<file path="src/rtl/fqc_pkg.sv">
`default_nettype none
package fqc_pkg;
   // register map of the controller, byte addresses on the bus
   localparam logic [7:0] REG_CTRL  = 8'h00;
   localparam logic [7:0] REG_ADDR  = 8'h04;
   localparam logic [7:0] REG_WDATA = 8'h08;
   localparam logic [7:0] REG_STAT  = 8'h0c;
   localparam logic [7:0] REG_RDATA = 8'h10;
   localparam int STAT_BUSY    = 0;
   localparam int STAT_REFUSED = 1;
   localparam int STAT_STOPPED = 2;
   localparam int POLL_BIT     = 6;

   // coded cycle addresses, low bits only
   localparam logic [10:0] UNLOCK_A1  = 11'h555;
   localparam logic [10:0] UNLOCK_A2  = 11'h2aa;
   localparam logic [10:0] QUERY_ADDR = 11'h055;

   localparam logic [7:0] CMD_UNLOCK1  = 8'haa;
   localparam logic [7:0] CMD_UNLOCK2  = 8'h55;
   localparam logic [7:0] CMD_LOCK_SET = 8'h60;
   localparam logic [7:0] CMD_LOCK_CNF = 8'h2f;
   localparam logic [7:0] CMD_ERASE_SET = 8'h80;
   localparam logic [7:0] CMD_SECT_ERASE = 8'h30;
   localparam logic [7:0] CMD_BANK_ERASE = 8'h10;
   localparam logic [7:0] CMD_PAUSE    = 8'hb0;
   localparam logic [7:0] CMD_CONTINUE = 8'h30;
   localparam logic [7:0] CMD_READ_ARR = 8'hf0;
   localparam logic [7:0] CMD_QUERY    = 8'h98;
   localparam logic [7:0] CMD_ID_SEL   = 8'h90;
   localparam logic [7:0] CMD_DWPROG   = 8'h40;

   // query table of the device, word offsets and expected words
   localparam logic [7:0] QRY_MAKER_ID = 8'h00;
   localparam logic [7:0] QRY_PART_ID  = 8'h01;
   localparam logic [7:0] QRY_STR_Q    = 8'h10;
   localparam logic [7:0] QRY_STR_R    = 8'h11;
   localparam logic [7:0] QRY_STR_Y    = 8'h12;
   localparam logic [7:0] QRY_PRI_LO   = 8'h13;
   localparam logic [7:0] QRY_PRI_HI   = 8'h14;
   localparam logic [7:0] QRY_PTAB_LO  = 8'h15;
   localparam logic [7:0] QRY_PTAB_HI  = 8'h16;
   localparam logic [7:0] QRY_ALT_LO   = 8'h17;
   localparam logic [7:0] QRY_ALT_HI   = 8'h18;
   localparam logic [7:0] QRY_ATAB_LO  = 8'h19;
   localparam logic [7:0] QRY_ATAB_HI  = 8'h1a;
   localparam logic [15:0] QRY_VAL_Q = 16'h0051;
   localparam logic [15:0] QRY_VAL_R = 16'h0052;
   localparam logic [15:0] QRY_VAL_Y = 16'h0059;
   localparam logic [15:0] QRY_VAL_PRI_LO = 16'h0002;
   localparam logic [15:0] QRY_VAL_PTAB_LO = 16'h0040;
   localparam logic [15:0] QRY_VAL_ZERO = 16'h0000;

   // timing
   localparam int CLK_PERIOD_NS = 100;
   localparam int T_WP_NS  = 200;
   localparam int T_WPH_NS = 100;
   localparam int T_ACC_NS = 100;
   localparam int SYNC_CYC = 2;
   localparam logic [3:0] WP_CYC   = 4'((T_WP_NS + CLK_PERIOD_NS - 1) / CLK_PERIOD_NS);
   localparam logic [3:0] WPH_CYC  = 4'((T_WPH_NS + CLK_PERIOD_NS - 1) / CLK_PERIOD_NS);
   localparam logic [3:0] READ_CYC = 4'((T_ACC_NS + CLK_PERIOD_NS - 1) / CLK_PERIOD_NS + SYNC_CYC);

   typedef enum logic [3:0] {
      OP_READ    = 4'h0, OP_RESET   = 4'h1, OP_LOCK   = 4'h2, OP_SERASE = 4'h3,
      OP_SADD    = 4'h4, OP_BERASE  = 4'h5, OP_PAUSE  = 4'h6, OP_CONT   = 4'h7,
      OP_QUERY   = 4'h8, OP_IDSEL   = 4'h9, OP_DWPROG = 4'ha
   } fqc_op_e;

   typedef enum logic [2:0] {
      S_IDLE = 3'b000, S_WSET = 3'b001, S_WPUL = 3'b010,
      S_WREC = 3'b011, S_READ = 3'b100, S_GAP  = 3'b101
   } fqc_state_e;

   // step word: {last, address select, data select, code}
   localparam logic [2:0] AS_555 = 3'h0;
   localparam logic [2:0] AS_2AA = 3'h1;
   localparam logic [2:0] AS_USR = 3'h2;
   localparam logic [2:0] AS_EVN = 3'h3;
   localparam logic [2:0] AS_ODD = 3'h4;
   localparam logic [2:0] AS_Q55 = 3'h5;
   localparam logic [1:0] DS_CODE = 2'h0;
   localparam logic [1:0] DS_LO   = 2'h1;
   localparam logic [1:0] DS_HI   = 2'h2;
endpackage : fqc_pkg
`default_nettype wire

</file>
<file path="src/rtl/fqc_host.sv">
`timescale 1ns/10ps
`default_nettype none
// Operation
// - sector erase: two unlocks, 80 setup, two unlocks, 30 at sector; more 30 add sectors
// - bank erase: same five writes, then 10 at bank address
// - pause erase with one B0 write, then read until toggling stops
// - continue paused erase with one 30 write inside the bank
// - double-word program addresses differ only in bit zero
// - F0 write selects array read until next write cycle
module fqc_host #(
   parameter int ADDR_W = 21
) (
   input  wire logic              clk,
   input  wire logic              reset_n,
   input  wire logic              wb_cyc_i,
   input  wire logic              wb_stb_i,
   input  wire logic              wb_we_i,
   input  wire logic [7:0]        wb_adr_i,
   input  wire logic [3:0]        wb_sel_i,
   input  wire logic [31:0]       wb_dat_i,
   output var  logic [31:0]       wb_dat_o,
   output var  logic              wb_ack_o,
   output var  logic [ADDR_W-1:0] flash_addr,
   input  wire logic [15:0]       flash_dq_in,
   output var  logic [15:0]       flash_dq_out,
   output var  logic              flash_dq_oe,
   output var  logic              flash_ce_n,
   output var  logic              flash_we_n,
   output var  logic              flash_oe_n
);
   import fqc_pkg::*;

   fqc_state_e  state, next_state;
   fqc_op_e     op, next_op;
   logic [3:0]  cnt, next_cnt;
   logic [2:0]  step, next_step;
   logic [31:0] addr_word, wdata_word;
   logic [15:0] rdata;
   logic [15:0] dq_s1, dq_s2;
   logic        refused;
   logic        poll_have, poll_prev, poll_stop;

   ////////////////////////////////////////////////////////////////////////////
   // command steps
   function automatic logic [13:0] step_f(input fqc_op_e o, input logic [2:0] i);
      logic [13:0] s, u1, u2;
      u1 = {1'b0, AS_555, DS_CODE, CMD_UNLOCK1};
      u2 = {1'b0, AS_2AA, DS_CODE, CMD_UNLOCK2};
      s  = {1'b1, AS_555, DS_CODE, CMD_READ_ARR};
      case (o)
         OP_LOCK: begin
            case (i)
               3'h0: s = u1;
               3'h1: s = u2;
               3'h2: s = {1'b0, AS_555, DS_CODE, CMD_LOCK_SET};
               default: s = {1'b1, AS_USR, DS_CODE, CMD_LOCK_CNF};
            endcase
         end
         OP_SERASE, OP_BERASE: begin
            case (i)
               3'h0: s = u1;
               3'h1: s = u2;
               3'h2: s = {1'b0, AS_555, DS_CODE, CMD_ERASE_SET};
               3'h3: s = u1;
               3'h4: s = u2;
               default: s = {1'b1, AS_USR, DS_CODE, (o == OP_SERASE) ? CMD_SECT_ERASE : CMD_BANK_ERASE};
            endcase
         end
         OP_SADD: s = {1'b1, AS_USR, DS_CODE, CMD_SECT_ERASE};
         OP_PAUSE: s = {1'b1, AS_USR, DS_CODE, CMD_PAUSE};
         OP_CONT: s = {1'b1, AS_USR, DS_CODE, CMD_CONTINUE};
         OP_QUERY: s = {1'b1, AS_Q55, DS_CODE, CMD_QUERY};
         OP_IDSEL: begin
            case (i)
               3'h0: s = u1;
               3'h1: s = u2;
               default: s = {1'b1, AS_555, DS_CODE, CMD_ID_SEL};
            endcase
         end
         // pair of words on even then odd address
         OP_DWPROG: begin
            case (i)
               3'h0: s = u1;
               3'h1: s = u2;
               3'h2: s = {1'b0, AS_555, DS_CODE, CMD_DWPROG};
               3'h3: s = {1'b0, AS_EVN, DS_LO, 8'h00};
               default: s = {1'b1, AS_ODD, DS_HI, 8'h00};
            endcase
         end
         // reset and any unknown opcode write F0
         default: s = {1'b1, AS_555, DS_CODE, CMD_READ_ARR};
      endcase
      return s;
   endfunction : step_f
   function automatic logic [31:0] lane_f(input logic [31:0] old, input logic [31:0] nw, input logic [3:0] sel);
      logic [31:0] r;
      r = old;
      for (int b = 0; b < 4; b++) begin
         if (sel[b]) begin
            r[8*b +: 8] = nw[8*b +: 8];
         end
      end
      return r;
   endfunction : lane_f

   ////////////////////////////////////////////////////////////////////////////
   // bus decode
   wire              wb_req     = wb_cyc_i & wb_stb_i & ~wb_ack_o;
   wire              wb_wr      = wb_req & wb_we_i;
   wire              hit_ctrl   = wb_adr_i == REG_CTRL;
   wire              hit_addr   = wb_adr_i == REG_ADDR;
   wire              hit_wdata  = wb_adr_i == REG_WDATA;
   wire              hit_stat   = wb_adr_i == REG_STAT;
   wire              hit_rdata  = wb_adr_i == REG_RDATA;
   wire              busy       = state != S_IDLE;
   wire              ctrl_wr    = wb_wr & hit_ctrl & wb_sel_i[0];
   wire              start      = ctrl_wr & ~busy;
   wire              refuse_set = ctrl_wr & busy;
   wire              refuse_clr = wb_wr & hit_stat & wb_sel_i[0] & wb_dat_i[STAT_REFUSED];
   wire fqc_op_e     new_op     = fqc_op_e'(wb_dat_i[3:0]);
   wire [ADDR_W-1:0] usr_addr   = addr_word[ADDR_W-1:0];
   wire [31:0]       stat_word  = {29'h0, poll_stop, refused, busy};
   wire [31:0]       rd_mux     = hit_ctrl  ? {28'h0, op} :
                                  hit_addr  ? {{(32-ADDR_W){1'b0}}, usr_addr} :
                                  hit_wdata ? wdata_word :
                                  hit_stat  ? stat_word :
                                  hit_rdata ? {16'h0, rdata} : 32'h0;

   ////////////////////////////////////////////////////////////////////////////
   // next step address and data
   wire [13:0]       nstep      = step_f(next_op, next_step);
   wire [13:0]       cur_step   = step_f(op, step);
   wire              step_last  = cur_step[13];
   wire [2:0]        n_asel     = nstep[12:10];
   wire [1:0]        n_dsel     = nstep[9:8];
   // coded cycles drive the upper address bits low
   wire [ADDR_W-1:0] n_addr     = (n_asel == AS_555) ? ADDR_W'(UNLOCK_A1) :
                                  (n_asel == AS_2AA) ? ADDR_W'(UNLOCK_A2) :
                                  (n_asel == AS_Q55) ? ADDR_W'(QUERY_ADDR) :
                                  (n_asel == AS_EVN) ? {usr_addr[ADDR_W-1:1], 1'b0} :
                                  (n_asel == AS_ODD) ? {usr_addr[ADDR_W-1:1], 1'b1} : usr_addr;
   wire [15:0]       n_data     = (n_dsel == DS_LO) ? wdata_word[15:0] :
                                  (n_dsel == DS_HI) ? wdata_word[31:16] : {8'h00, nstep[7:0]};
   wire              stop_seen  = poll_have & (poll_prev == dq_s2[POLL_BIT]);
   wire              in_write   = (next_state == S_WSET) | (next_state == S_WPUL) | (next_state == S_WREC);

   ////////////////////////////////////////////////////////////////////////////
   // sequencer
   always_comb begin
      next_state = state;
      next_cnt   = cnt;
      next_step  = step;
      next_op    = start ? new_op : op;
      case (state)
         S_IDLE: begin
            if (start) begin
               next_step = 3'h0;
               // plain read at the applied offset, repeatable
               if (new_op == OP_READ) begin
                  next_state = S_READ;
                  next_cnt   = READ_CYC - 4'h1;
               end else begin
                  next_state = S_WSET;
               end
            end
         end
         S_WSET: begin
            next_state = S_WPUL;
            next_cnt   = WP_CYC - 4'h1;
         end
         S_WPUL: begin
            next_cnt = cnt - 4'h1;
            if (cnt == 4'h0) begin
               next_state = S_WREC;
               next_cnt   = WPH_CYC - 4'h1;
            end
         end
         S_WREC: begin
            next_cnt = cnt - 4'h1;
            if (cnt == 4'h0) begin
               if (!step_last) begin
                  next_state = S_WSET;
                  next_step  = step + 3'h1;
               end else if (op == OP_PAUSE) begin
                  // poll until the toggle bit settles
                  next_state = S_READ;
                  next_cnt   = READ_CYC - 4'h1;
               end else begin
                  next_state = S_IDLE;
               end
            end
         end
         S_READ: begin
            next_cnt = cnt - 4'h1;
            if (cnt == 4'h0) begin
               next_state = S_GAP;
            end
         end
         S_GAP: begin
            next_state = S_IDLE;
            if (op == OP_PAUSE && !poll_stop) begin
               next_state = S_READ;
               next_cnt   = READ_CYC - 4'h1;
            end
         end
         default: next_state = S_IDLE;
      endcase
   end

   always_ff @(posedge clk or negedge reset_n) begin
      if (!reset_n) begin
         state <= S_IDLE;
         op    <= OP_READ;
         cnt   <= 4'h0;
         step  <= 3'h0;
      end else begin
         state <= next_state;
         op    <= next_op;
         cnt   <= next_cnt;
         step  <= next_step;
      end
   end

   // pin data passes two flops before use
   always_ff @(posedge clk or negedge reset_n) begin
      if (!reset_n) begin
         dq_s1 <= 16'h0;
         dq_s2 <= 16'h0;
      end else begin
         dq_s1 <= flash_dq_in;
         dq_s2 <= dq_s1;
      end
   end

   always_ff @(posedge clk or negedge reset_n) begin
      if (!reset_n) begin
         rdata     <= 16'h0;
         poll_have <= 1'b0;
         poll_prev <= 1'b0;
         poll_stop <= 1'b0;
      end else if (start) begin
         poll_have <= 1'b0;
         poll_stop <= 1'b0;
      end else if (state == S_READ && cnt == 4'h0) begin
         rdata     <= dq_s2;
         poll_have <= 1'b1;
         poll_prev <= dq_s2[POLL_BIT];
         poll_stop <= stop_seen;
      end
   end

   ////////////////////////////////////////////////////////////////////////////
   // pins, all from flops; a read never overlaps a driven bus
   always_ff @(posedge clk or negedge reset_n) begin
      if (!reset_n) begin
         flash_ce_n   <= 1'b1;
         flash_we_n   <= 1'b1;
         flash_oe_n   <= 1'b1;
         flash_dq_oe  <= 1'b0;
         flash_addr   <= '0;
         flash_dq_out <= 16'h0;
      end else begin
         flash_ce_n  <= (next_state == S_IDLE) | (next_state == S_GAP);
         flash_we_n  <= next_state != S_WPUL;
         flash_oe_n  <= next_state != S_READ;
         flash_dq_oe <= in_write;
         if (next_state == S_WSET) begin
            flash_addr   <= n_addr;
            flash_dq_out <= n_data;
         end else if (next_state == S_READ) begin
            flash_addr <= usr_addr;
         end
      end
   end

   ////////////////////////////////////////////////////////////////////////////
   // register slave, answers every access one cycle after the strobe
   always_ff @(posedge clk or negedge reset_n) begin
      if (!reset_n) begin
         wb_ack_o   <= 1'b0;
         wb_dat_o   <= 32'h0;
         addr_word  <= 32'h0;
         wdata_word <= 32'h0;
         refused    <= 1'b0;
      end else begin
         wb_ack_o <= wb_req;
         if (wb_req && !wb_we_i) begin
            wb_dat_o <= rd_mux;
         end
         // address and data may be changed mid-command; they are sampled per step
         if (wb_wr && hit_addr) begin
            addr_word <= lane_f(addr_word, wb_dat_i, wb_sel_i);
         end
         if (wb_wr && hit_wdata) begin
            wdata_word <= lane_f(wdata_word, wb_dat_i, wb_sel_i);
         end
         // set wins over clear
         refused <= refuse_set | (refused & ~refuse_clr);
      end
   end
endmodule : fqc_host
`default_nettype wire

</file>
<file path="config.mk">
export PLATFORM = sky130hd
export DESIGN_NAME = fqc_host
export DESIGN_NICKNAME = d
export VERILOG_FILES = /design/src/rtl/fqc_pkg.sv /design/src/rtl/fqc_host.sv
export SDC_FILE = /design/constraint.sdc
export NUM_CORES = 1
export LEC_CHECK = 0
export BUFFER_PORTS_ARGS = -buffer_cell sky130_fd_sc_hd__buf_2
export CAP_MARGIN = 25
export CORE_ASPECT_RATIO = 1.25
export CORE_UTILIZATION = 50
export DETAILED_ROUTE_END_ITERATION = 16
export PLACE_DENSITY = 0.72
export SYNTH_ARGS = -nofsm -noshare
export SYNTH_HDL_FRONTEND = slang
export SYNTH_SLANG_ARGS = --single-unit
export TNS_END_PERCENT = 100
</file>
<file path="constraint.sdc">
create_clock -name clk -period 4.23 [get_ports clk]
set_input_delay 0.423 -clock clk [delete_from_list [all_inputs] [get_ports clk]]
set_output_delay 0.423 -clock clk [all_outputs]
set_load 0.02 [all_outputs]
</file>
# Word level (Yosys, flattened, before mapping)
# Cells that the tools add are included.
[op_classes] add_sub_neg=2 eq_ne=52 mux=52 bitwise_logic=20 n_reduce_logical=36
[ops] operator="$mux W21" count=5
[ops] operator="$pmux W14 S7" count=1
[ops] operator="$mux W32" count=3
[ops] operator="$pmux W13 S7" count=1
[ops] operator="$pmux W14 S3" count=2
[ops] operator="$pmux W12 S3" count=2
[ops] operator="$mux W16" count=4
[ops] operator="$pmux W14 S4" count=1
[ops] operator="$pmux W13 S4" count=1
[ops] operator="$mux W3" count=11
[ops] operator="$eq A4 B3 Y1 const B" count=8
[ops] operator="$mux W4" count=8
[ops] operator="$pmux W14 S2" count=1
[ops] operator="$eq A3 B2 Y1 const B" count=9
[ops] operator="$eq A3 B3 Y1 const B" count=8
[ops] operator="$eq A4 B4 Y1 const B" count=6
[ops] operator="$pmux W4 S6" count=1
[ops] operator="$pmux W11 S2" count=1
[ops] operator="$pmux W3 S6" count=1
[ops] operator="$eq A4 B2 Y1 const B" count=4
[ops] operator="$eq A8 B4 Y1 const B" count=2
[ops] operator="$reduce_and A2 Y1" count=8
[ops] operator="$reduce_or A2 Y1" count=8
[ops] operator="$eq A3 B1 Y1 const B" count=5
[ops] operator="other kinds (25)" count=61
[word_totals] reg_bits=193 out_inout_bits=74

# Depth between registers and ports, before layout
# Gate-level depths: netlist of the first run.
[logic_depth] word_depth=19 depth_mapped=13

# Least setup slack after synthesis of the first run
# OpenSTA, ideal clock, no wires.
[synth_timing] path_type="reg-to-reg" from="register step[0]" to="register flash_dq_out[5]" setup_ns=0.124 arrival_time_ns=2.703 t_required_ns=4.106 slack_ns=1.403 stages_incl_launch_ff=13 path_buffers=2 cell_sequence="dfrtp_1 > buf_2 > inv_1 > ha_1 > o21bai_1 > a221oi_2 > o22ai_2 > o211a_1 > buf_6 > nor4_4 > a21boi_1 > a21bo_1 > o31a_1"
[synth_between] elab_chain_cells=13
[synth_rtl] item="start, declared" line="fqc_host.sv:36" rtl="logic [2:0] step, next_step;"
[synth_rtl] item="start signal, assigned" line="fqc_host.sv:220" rtl="step <= next_step;"
[synth_rtl] item="$eq A3 B1 Y1 (tied with other cells)"
[synth_rtl] item="$reduce_or A2 Y1 (no source line)"
[synth_rtl] item="$pmux W14 S3" line="fqc_host.sv:60" rtl="case (i)"
[synth_rtl] item="$pmux W14 S7" line="fqc_host.sv:50" rtl="case (o)"
[synth_rtl] item="$mux W3" line="fqc_host.sv:181" rtl="if (!step_last) begin"
[synth_rtl] item="$mux W3" line="fqc_host.sv:180" rtl="if (cnt == 4'h0) begin"
[synth_rtl] item="$pmux W3 S2" line="fqc_host.sv:154" rtl="case (state)"
[synth_rtl] item="$eq A3 B2 Y1 (tied with other cells)" line="fqc_host.sv:60, fqc_host.sv:82"
[synth_rtl] item="$pmux W13 S4 or $reduce_or A2 Y1 (tied branches)"
[synth_rtl] item="$pmux W13 S7 or $pmux W12 S3 (tied branches)" line="fqc_host.sv:50, fqc_host.sv:60"
[synth_rtl] item="$eq A2 B2 Y1 or $pmux W13 S7 (tied branches)" line="fqc_host.sv:143, fqc_host.sv:50"
[synth_rtl] item="$mux W16" line="fqc_host.sv:143" rtl="(n_dsel == DS_HI) ? wdata_word[31:16] : {8'h00, nstep[7:0]};"
[synth_rtl] item="$mux W16" line="fqc_host.sv:142" rtl="wire [15:0] n_data = (n_dsel == DS_LO) ? wdata_word[15:0] :"
[synth_rtl] item="end signal, assigned" line="fqc_host.sv:269" rtl="flash_dq_out <= n_data;"
[synth_rtl] item="end, declared" line="fqc_host.sv:25" rtl="output var logic [15:0] flash_dq_out,"
# Parallel ways exist; a longest one is shown, timed or not.
# A chain may end at the register's enable or synchronous reset.

# Final worst setup path of the first run
[layout_timing] from="register wb_ack_o" to="register flash_addr[1]"
[layout_between] elab_chain_cells=17
[layout_rtl] item="start, declared" line="fqc_host.sv:22" rtl="output var logic wb_ack_o,"
[layout_rtl] item="start signal, assigned" line="fqc_host.sv:286" rtl="wb_ack_o <= wb_req;"
[layout_rtl] item="$not A1 Y1 (*)" line="fqc_host.sv:108" rtl="wire wb_req = wb_cyc_i & wb_stb_i & ~wb_ack_o;"
[layout_rtl] item="$and A1 B1 Y1 (*)" line="fqc_host.sv:108"
[layout_rtl] item="$and A1 B1 Y1 (*)" line="fqc_host.sv:109" rtl="wire wb_wr = wb_req & wb_we_i;"
[layout_rtl] item="$and A1 B1 Y1 (*) (2 in series)" line="fqc_host.sv:116" rtl="wire ctrl_wr = wb_wr & hit_ctrl & wb_sel_i[0];"
[layout_rtl] item="$and A1 B1 Y1 (*)" line="fqc_host.sv:117" rtl="wire start = ctrl_wr & ~busy;"
[layout_rtl] item="$mux W3" line="fqc_host.sv:156" rtl="if (start) begin"
[layout_rtl] item="$pmux W3 S2" line="fqc_host.sv:154"
[layout_rtl] item="$eq A3 B1 Y1 (tied with other cells)"
[layout_rtl] item="$reduce_or A2 Y1 (no source line)"
[layout_rtl] item="$pmux W12 S3" line="fqc_host.sv:60"
[layout_rtl] item="$pmux W13 S7" line="fqc_host.sv:50"
[layout_rtl] item="$eq A3 B3 Y1" line="fqc_host.sv:139" rtl="(n_asel == AS_Q55) ? ADDR_W'(QUERY_ADDR) :"
[layout_rtl] item="$mux W21" line="fqc_host.sv:139"
[layout_rtl] item="$mux W21" line="fqc_host.sv:138" rtl="(n_asel == AS_2AA) ? ADDR_W'(UNLOCK_A2) :"
[layout_rtl] item="$mux W21" line="fqc_host.sv:137" rtl="wire [ADDR_W-1:0] n_addr = (n_asel == AS_555) ? ADDR_W'(UNLOCK_A1) :"
[layout_rtl] item="$mux W21" line="fqc_host.sv:267" rtl="if (next_state == S_WSET) begin"
[layout_rtl] item="end signal, assigned" line="fqc_host.sv:268" rtl="flash_addr <= n_addr;"
[layout_rtl] item="end signal, assigned" line="fqc_host.sv:271" rtl="flash_addr <= usr_addr;"
[layout_rtl] item="end, declared" line="fqc_host.sv:23" rtl="output var logic [ADDR_W-1:0] flash_addr,"
# Mark *: on every way between the ends. The rest lies on a longest branch, timed or not.

==> impl_metrics.ini, run 1 <==
[clock_network]
ctsResizeCount = 0
clkSlewWorstSetupHoldPaths_ps = 70
cts_buffers = 17
root_buffer = clkbuf_16
cts_tree = yes
clk_latency_ps = 440
htreeDepth = 4
hold_buffers = 0
cts_setup_buffers = 0
cts_sinks = 192
cts_buffer_depth = 2

[drt]
num_vias = 6864
drt-vias-per-instance = 5.91
drtAntennaViolNets = 0
drt-total-wl_um = 24500
drtIter0Drc = 533
drcViolationCount = 0
first_pass_iters = 6
wl_per_cell_um = 21.1

[power_and_ir_drop]
total_power_w = 0.00373
p_leak_nw = 5.08
p_per_area_nw_per_um2 = 362
ir_drop_mv = 0.247

[timing]
rsz0062_at_grt = no
holdWs_ps = 81.0
finalClockSkew_ps = 12.8
worst_slew_pin_slew_ps = 1040
setup_viol = 0
hold_viol = 0
timing.final.crit_share = 0.881
fin_crit_ps = 3730
max_slew_margin = 0.302
drv_slew = 0
fmaxAchievable_mhz = 268
setup_tns_ps = 0

[final_layout]
nets = 1001
diodes = 0
areaGrowthSynthToFinish_pct = 17.1
drive_above_1_share = 0.309
fin_area_um2 = 10300
final_cell_count_no_fill = 1162

[outcome]
outcome = completed

[synth]
yosys.cell_types.count = 77
synthMostInstantiatedCell = dfrtp_1
synth_cells = 802
yosys-top-cells-count = dfrtp_1 (189), nand2_1 (93), mux2_2 (73)
ys_seq_elements = 192
synthesis.area_um2 = 8790
syn-num-nets = 874
yosys.area.top_type = dfrtp_1
synth_edf_count = 0
syn_avg_cell_area_um2 = 11.0
synthTopCellsByArea = dfrtp_1 (54%), mux2_2 (9.4%), nand2_1 (4.0%)
synth_warnings = 0
synthArstFlopShare = 1.00
yosysSeqAreaShare = 0.547
synth_flop_cell = dfrtp_1
yosysTopAreaCellShare = 0.538

[placement]
place_area_um2 = 9700
dpl.hpwl_um = 17700
dp.cells = 1130
numPortBuffers = 138
place_congestion = 0.954

[worst_setup_path]
crit_fanout = 20
slowest_stage = and4b_1
required_ps = 4610
arrival_ps = 4100
worstPathCellList = and4b_1 -> nand4_2 -> mux2_2 -> nor4_2 -> a31o_2 -> a311oi_4 -> a21oi_2 -> o311a_1
worst_setup_path_end_kind = flip-flop
worstSetupStartpointType = flip-flop
max_stage_delay_ps = 620
critPathKind = reg -> reg

[floorplanning]
die_area_um2 = 18100
die_y_um = 150
die_w_um = 121
ios = 139
std_cell_rows = 53
start_util = 0.516
coreArea_um2 = 17000

[global_routing]
grt_use_total = 0.287
grt_overflow = 0
antenna_found_initial = 2
grt_pass1_vias = 6859
grt_pass1_wl_um = 38500
grt_max_degree = 104

[flow_run]
cap_violations = 0

[worst_hold_path]
hold_class = in -> async
## state kept, by name, indices dropped and copies added, names as in the netlist
register,cells
rdata,16
flash_we_n,1
step,3
cnt,4
wb_ack_o,1
flash_addr,21
wb_dat_o,32
poll_stop,1
addr_word,21
flash_oe_n,1
refused,1
op,4
wdata_word,32
dq_s1,16
dq_s2,16
flash_ce_n,1
state,3
flash_dq_oe,1
flash_dq_out,16
poll_have,1
## report_power, final
part           total [W]  internal [W]  switching (W)
clock network    0.00161      0.000841       0.000768
registers        0.00191       0.00188      0.0000329
logic           0.000207     0.0000728       0.000134
total            0.00373       0.00280       0.000936
## metal layers
metal	global-route usage	wire (µm)
met5	0	24
met4	0.140	910
met3	0.0420	1090
met2	0.482	12200
met1	0.365	10300
## critical path: cells and delay by family (launching register included)
family | cells | cell delay (ps)
DFF | 1 | 390
muxes | 1 | 520
AOI/OAI and AO/OA | 4 | 1100
and+or+nand+nor | 3 | 1630
## placed cells by master, fill, tap and decap left out, types with 7 or more instances in the layout
cell         n
and3_1       9
a221oi_1     7
a22oi_1     11
o21ai_0     46
nand2b_1    16
o21ai_1      7
nand2_1     93
buf_2      137
clkbuf_16   17
dfrtp_1    189
a21oi_1     40
a222oi_1    13
buf_4       21
nor3_1       9
mux2_2      73
inv_1       21
mux2i_1     11
nor2b_1     13
a31oi_1     10
ha_1         7
a211oi_1     7
nor2_1      50
nand3_1     18
## through the flow
stage	setup slack (ps)	utilization
floorplan	1400	-
global placement	650	0.569
detailed placement	526	0.569
CTS	568	0.604
global route	329	0.604
finish	504	0.604
## area by class of cell
| type | instances | area (µm²) |
|---|---|---|
| clock buffers | 17 | 425 |
| clock inverters | 15 | 169 |
| fillers | 1424 | 6750 |
| inverters | 22 | 82.6 |
| multi-input cells | 536 | 3660 |
| flip-flops and latches | 192 | 4810 |
| well taps | 220 | 275 |
| repair buffers | 160 | 877 |
## cells by family (layout without fill, tap and decap cells)
| group | after synthesis | in the layout | synth area share |
|---|---|---|---|
| DFF | 192 | 192 | 0.547 |
| muxes | 84 | 84 | 0.106 |
| xor gates and xnor gates | 5 | 5 | 0.00498 |
| buffers and inverters | 74 | 214 | 0.0374 |
| adders and majority gates | 7 | 7 | 0.00996 |
| and+or+nand+nor | 249 | 249 | 0.146 |
| AOI/OAI and AO/OA | 191 | 191 | 0.148 |
## worst paths after layout
kind                               startpoint                        end  slack, ps  cells past startpoint
max                        wb_ack_o$_DFF_PN0_  flash_addr[1]$_DFFE_PN0P_        500                      8
min                                   reset_n         dq_s1[9]$_DFF_PN0_         80                      1
max reg2reg                wb_ack_o$_DFF_PN0_  flash_addr[1]$_DFFE_PN0P_        500                      8
min reg2reg                dq_s1[8]$_DFF_PN0_         dq_s2[8]$_DFF_PN0_        350                      0
max in group asynchronous             reset_n       flash_ce_n$_DFF_PN1_       3150                      2
min in group clk               flash_dq_in[8]         dq_s1[8]$_DFF_PN0_         80                      1
(Power assumes the default switching activity.)
==> inputs of run 2 (changes only) <==
GPL_TIMING_DRIVEN = 0   (was default)
==> impl_metrics.ini, run 2 (same netlist as run 1, synthesis figures left out) <==
[worst_setup_path]
required_ps = 4530
worst_r2r_path_depth = 12
crit_fanout = 10
max_stage_delay_ps = 600
r2r-start = step[0]$_DFF_PN0_
rr_endpoint = flash_addr[16]$_DFFE_PN0P_
worstPathCellList = buf_2 -> inv_1 -> ha_1 -> o21bai_1 -> a221oi_2 -> o22ai_2 -> nor3_1 -> o21ai_0 -> o2111ai_2 -> buf_2 -> nand2_1 -> o21ai_1
worstSetupStartpointType = flip-flop
cp_common_cell = buf_2
crit_buf_inv = 3
cpLargestDelayFamily = compound AO/OA/AOI/OAI gates
critPathKind = reg -> reg
arrival_ps = 4050
slowest_stage = o21ai_0
worst_setup_path_end_kind = flip-flop
rrSetupSlack_ps = 480

[drt]
wl_per_cell_um = 20.6
drt-total-wl_um = 24500
drcViolationCount = 0
drtIter0Drc = 431
first_pass_iters = 5
drt-vias-per-instance = 5.90
drtAntennaViolNets = 0
num_vias = 7034

[flow_run]
cap_violations = 0

[clock_network]
root_buffer = clkbuf_16
cts_tree = yes
clk_latency_ps = 450
cts_setup_buffers = 0
htreeDepth = 4
clkSlewWorstSetupHoldPaths_ps = 80
cts_buffer_depth = 2
cts_buffers = 17
cts_sinks = 192

[worst_hold_path]
hold_depth = 1
hold_class = in -> reg
hold_end = dq_s1[2]$_DFF_PN0_
hold_path.startpoint = flash_dq_in[2]

[global_routing]
grt_max_degree = 118
antenna_found_initial = 1
grt_pass1_vias = 6975
grt_overflow = 0
grt_pass1_wl_um = 38300
grt_use_total = 0.285

[final_layout]
final_util = 0.609
seq_area_um2 = 4810
nets = 1033
diodes = 0
reg_top3 = wb_dat_o x32, wdata_word x32
layout_commonest_cell = dfrtp_1
n_fill_cell = 1455
multi_input_comb_area_um2 = 3650
areaGrowthSynthToFinish_pct = 18.1
drive_above_1_share = 0.297
mostFrequentLayoutCells = dfrtp_1 (189), buf_2 (149), nand2_1 (93)

[outcome]
outcome = completed

[timing]
worst_slack_ps = 483
fin_crit_ps = 3750
timing.final.crit_share = 0.886
worst_slew_pin_slew_ps = 779
holdWs_ps = 73.8
finalClockSkew_ps = 14.2
max_slew_margin = 0.479
fmaxAchievable_mhz = 267
setup_viol = 0
rsz0062_at_grt = no
drv_slew = 0
hold_viol = 0

[power_and_ir_drop]
p_seq_frac = 0.516
swShare = 0.248
p_leak_nw = 5.12
p_per_area_nw_per_um2 = 357
pwr-share-comb = 0.057
p_clk_frac = 0.427
p_int_w = 0.00279
ir_drop_mv = 0.278
p_sw_w = 0.000920

[floorplanning]
die_y_um = 150
die_w_um = 121
start_util = 0.516
die_area_um2 = 18100
ios = 139
std_cell_rows = 53
coreArea_um2 = 17000

[placement]
dp_slack_ps = 557
dpl.hpwl_um = 18300
place_congestion = 0.941
numPortBuffers = 137
==> run 2: worst max-delay path by stage <==
| stage | cells past startpoint | startpoint | slack, ps | to |
|---|---|---|---|---|
| floorplan | 12 | step[0]$_DFF_PN0_ | 1400 | flash_dq_out[5]$_DFFE_PN0N_ |
| global placement | 1 | reset_n | -400 | step[1]$_DFF_PN0_ |
| detailed placement | 11 | step[0]$_DFF_PN0_ | 560 | flash_dq_out[4]$_DFFE_PN0N_ |
| CTS | 11 | step[0]$_DFF_PN0_ | 510 | flash_dq_out[4]$_DFFE_PN0N_ |
| global route | 12 | step[0]$_DFF_PN0_ | 130 | flash_dq_out[4]$_DFFE_PN0N_ |
| finish | 12 | step[0]$_DFF_PN0_ | 480 | flash_addr[16]$_DFFE_PN0P_ |
==> run 2: power by group through the flow <==
stage | logic, W | registers [W] | clock network, W
detailed placement | 0.000212 | 0.00195 | 0
finish | 0.000211 | 0.00191 | 0.00158
floorplan | 0.0000714 | 0.00196 | 0
CTS | 0.000214 | 0.00191 | 0.00160
global placement | 0.000206 | 0.00195 | 0
global route | 0.000235 | 0.00192 | 0.00167
==> run 2: timing repair <==
item                                   in CTS  in global routing
endpoints found under the hold margin      75                  0
hold buffers                                1                  0
gates resized for setup                     0                  0
==> run 2: cell type report <==
| type | instances | area share |
|---|---|---|
| flip-flops and latches | 192 | 0.463 |
| multi-input cells | 536 | 0.352 |
| repair buffers | 140 | 0.0714 |
| clock buffers | 17 | 0.0410 |
| well taps | 220 | 0.0265 |
| plain buffers | 52 | 0.0237 |
| clock inverters | 14 | 0.0142 |
| inverters | 22 | 0.00796 |
==> run 2: routing by layer <==
metal / up-vias / track usage / part of all wire
met5: - / 0 / 0.00041
met4: 2 / 0.128 / 0.042
met3: 69 / 0.0625 / 0.060
met2: 264 / 0.478 / 0.50
met1: 3485 / 0.352 / 0.40
li1: 3214 / - / -
==> run 2: stage by stage <==
stage / power, W / setup TNS, ps / instance area (µm²) / instances
final: 0.00371 / 0 / 10400 / 1193
after global routing: 0.00382 / 0 / 10400 / 1193
after CTS: 0.00373 / 0 / 10400 / 1193
after detailed placement: 0.00216 / 0 / 9800 / 1161
after global placement: 0.00215 / -72040 / 9750 / 1159
after floorplan: 0.00203 / 0 / 8790 / 802
==> inputs of run 3 (changes only) <==
MAX_ROUTING_LAYER = met4   (was default)
==> impl_metrics.ini, run 3 (same netlist as run 1, synthesis figures left out) <==
[timing]
hold_viol = 0
finalClockSkew_ps = 7.94
max_slew_margin = 0.435
worst_slack_ps = 348
fmaxAchievable_mhz = 258
rsz0062_at_grt = no
worst_slew_pin_slew_ps = 848
holdWs_ps = 45.9
setup_viol = 0
timing.final.crit_share = 0.918
fin_crit_ps = 3880
drv_slew = 0

[flow_run]
cap_violations = 0

[placement]
place_congestion = 0.983
dpl.hpwl_um = 18400
dp_slack_ps = 504
place_area_um2 = 9800
numPortBuffers = 137
dp.cells = 1161

[clock_network]
clk_latency_ps = 440
cts_tree = yes
cts_buffer_depth = 2
clkSlewWorstSetupHoldPaths_ps = 70
cts_setup_buffers = 0
cts_sinks = 192
hold_buffers = 0
ctsResizeCount = 0
htreeDepth = 4
cts_buffers = 17
root_buffer = clkbuf_16

[worst_setup_path]
crit_buf_inv = 2
worst_setup_path_end_kind = flip-flop
worstPathCellList = buf_2 -> inv_1 -> ha_1 -> o21bai_1 -> a221oi_2 -> o22ai_2 -> nor3_1 -> nor2_1 -> o311ai_0 -> a2111oi_0 -> o21ai_1
worst_r2r_path_depth = 11
max_stage_delay_ps = 720
slowest_stage = a2111oi_0
critPathKind = reg -> reg
rr_endpoint = flash_dq_out[4]$_DFFE_PN0N_
arrival_ps = 4170
cpLargestDelayFamily = compound AO/OA/AOI/OAI gates
crit_fanout = 10
worstSetupStartpointType = flip-flop
rrSetupSlack_ps = 350
r2r-start = step[0]$_DFF_PN0_
required_ps = 4520

[final_layout]
fin_area_um2 = 10400
areaGrowthSynthToFinish_pct = 18.3
reg_top3 = wb_dat_o x32, wdata_word x32
nets = 1032
seq_area_um2 = 4810
drive_above_1_share = 0.298
mostFrequentLayoutCells = dfrtp_1 (189), buf_2 (149), nand2_1 (93)
final_cell_count_no_fill = 1195
n_fill_cell = 1446
layout_commonest_cell = dfrtp_1
multi_input_comb_area_um2 = 3650

[drt]
first_pass_iters = 6
drcViolationCount = 0
num_vias = 7137
drtAntennaViolNets = 0
wl_per_cell_um = 21.0
drt-total-wl_um = 25100
drtIter0Drc = 671
drt-vias-per-instance = 5.97

[global_routing]
grt_pass1_vias = 7145
grt_max_degree = 112
grt_overflow = 0
antenna_found_initial = 2
grt_pass1_wl_um = 38900
grt_use_total = 0.298

[floorplanning]
die_y_um = 150
die_w_um = 121
std_cell_rows = 53
ios = 139
die_area_um2 = 18100
coreArea_um2 = 17000
start_util = 0.516

[power_and_ir_drop]
ir_drop_mv = 0.257
p_leak_nw = 5.12
p_per_area_nw_per_um2 = 360

[outcome]
outcome = completed

[worst_hold_path]
hold_class = in -> async
==> run 3: changes by cell type in the layout (fill, tap and decap cells not counted) <==
cell | previous run | this run
dlygate4sd3_1 | 1 | 0
clkbuf_8 | 0 | 2
clkinv_4 | 3 | 4
clkinv_8 | 1 | 2
inv_8 | 3 | 1
diode_2 | 0 | 2
clkinvlp_4 | 0 | 1
clkinv_2 | 3 | 1
==> run 3: worst max-delay path by stage <==
stage / startpoint / to / slack [ps] / cells past startpoint
3_3_place_gp: reset_n / flash_dq_oe$_DFF_PN0_ / -380 / 1
5_1_grt: step[2]$_DFF_PN0_ / flash_dq_out[4]$_DFFE_PN0N_ / 230 / 11
4_1_cts: step[0]$_DFF_PN0_ / flash_dq_out[4]$_DFFE_PN0N_ / 460 / 11
3_5_place_dp: step[0]$_DFF_PN0_ / flash_dq_out[4]$_DFFE_PN0N_ / 500 / 11
2_1_floorplan: step[0]$_DFF_PN0_ / flash_dq_out[5]$_DFFE_PN0N_ / 1400 / 12
6_report: step[0]$_DFF_PN0_ / flash_dq_out[4]$_DFFE_PN0N_ / 350 / 11
==> run 3: layout make-up <==
class	instances	area share
multi-input combinational	536	0.351
sequential	192	0.462
buffer	52	0.0237
clock inverter	13	0.0142
clock buffer	19	0.0435
timing repair buffer	139	0.0702
antenna	2	0.000481
inverter	22	0.00794
tap	220	0.0265
==> run 3: power breakdown <==
group	total (W)	internal, W	leakage (nW)	switching (W)
clock network	0.00162	0.000866	0.292	0.000754
logic	0.000211	0.0000744	2.30	0.000136
registers	0.00191	0.00188	2.53	0.0000324
==> run 3: routing by layer <==
metal  vias to the layer above  GRT usage  wire length, µm
met3                        65     0.0576             1650
met5                         -          -                0
li1                       3216          -                -
met2                       295      0.482            12600
met1                      3561      0.357             9780
met4                         0      0.150             1040
==> run 3: metrics by stage <==
step,util,power (W),setup TNS (ps)
after floorplan,-,0.00203,0
after global placement,0.572,0.00215,-69880
after detailed placement,0.575,0.00216,0
after CTS,0.610,0.00376,0
after global routing,0.610,0.00386,0
final,0.610,0.00374,0
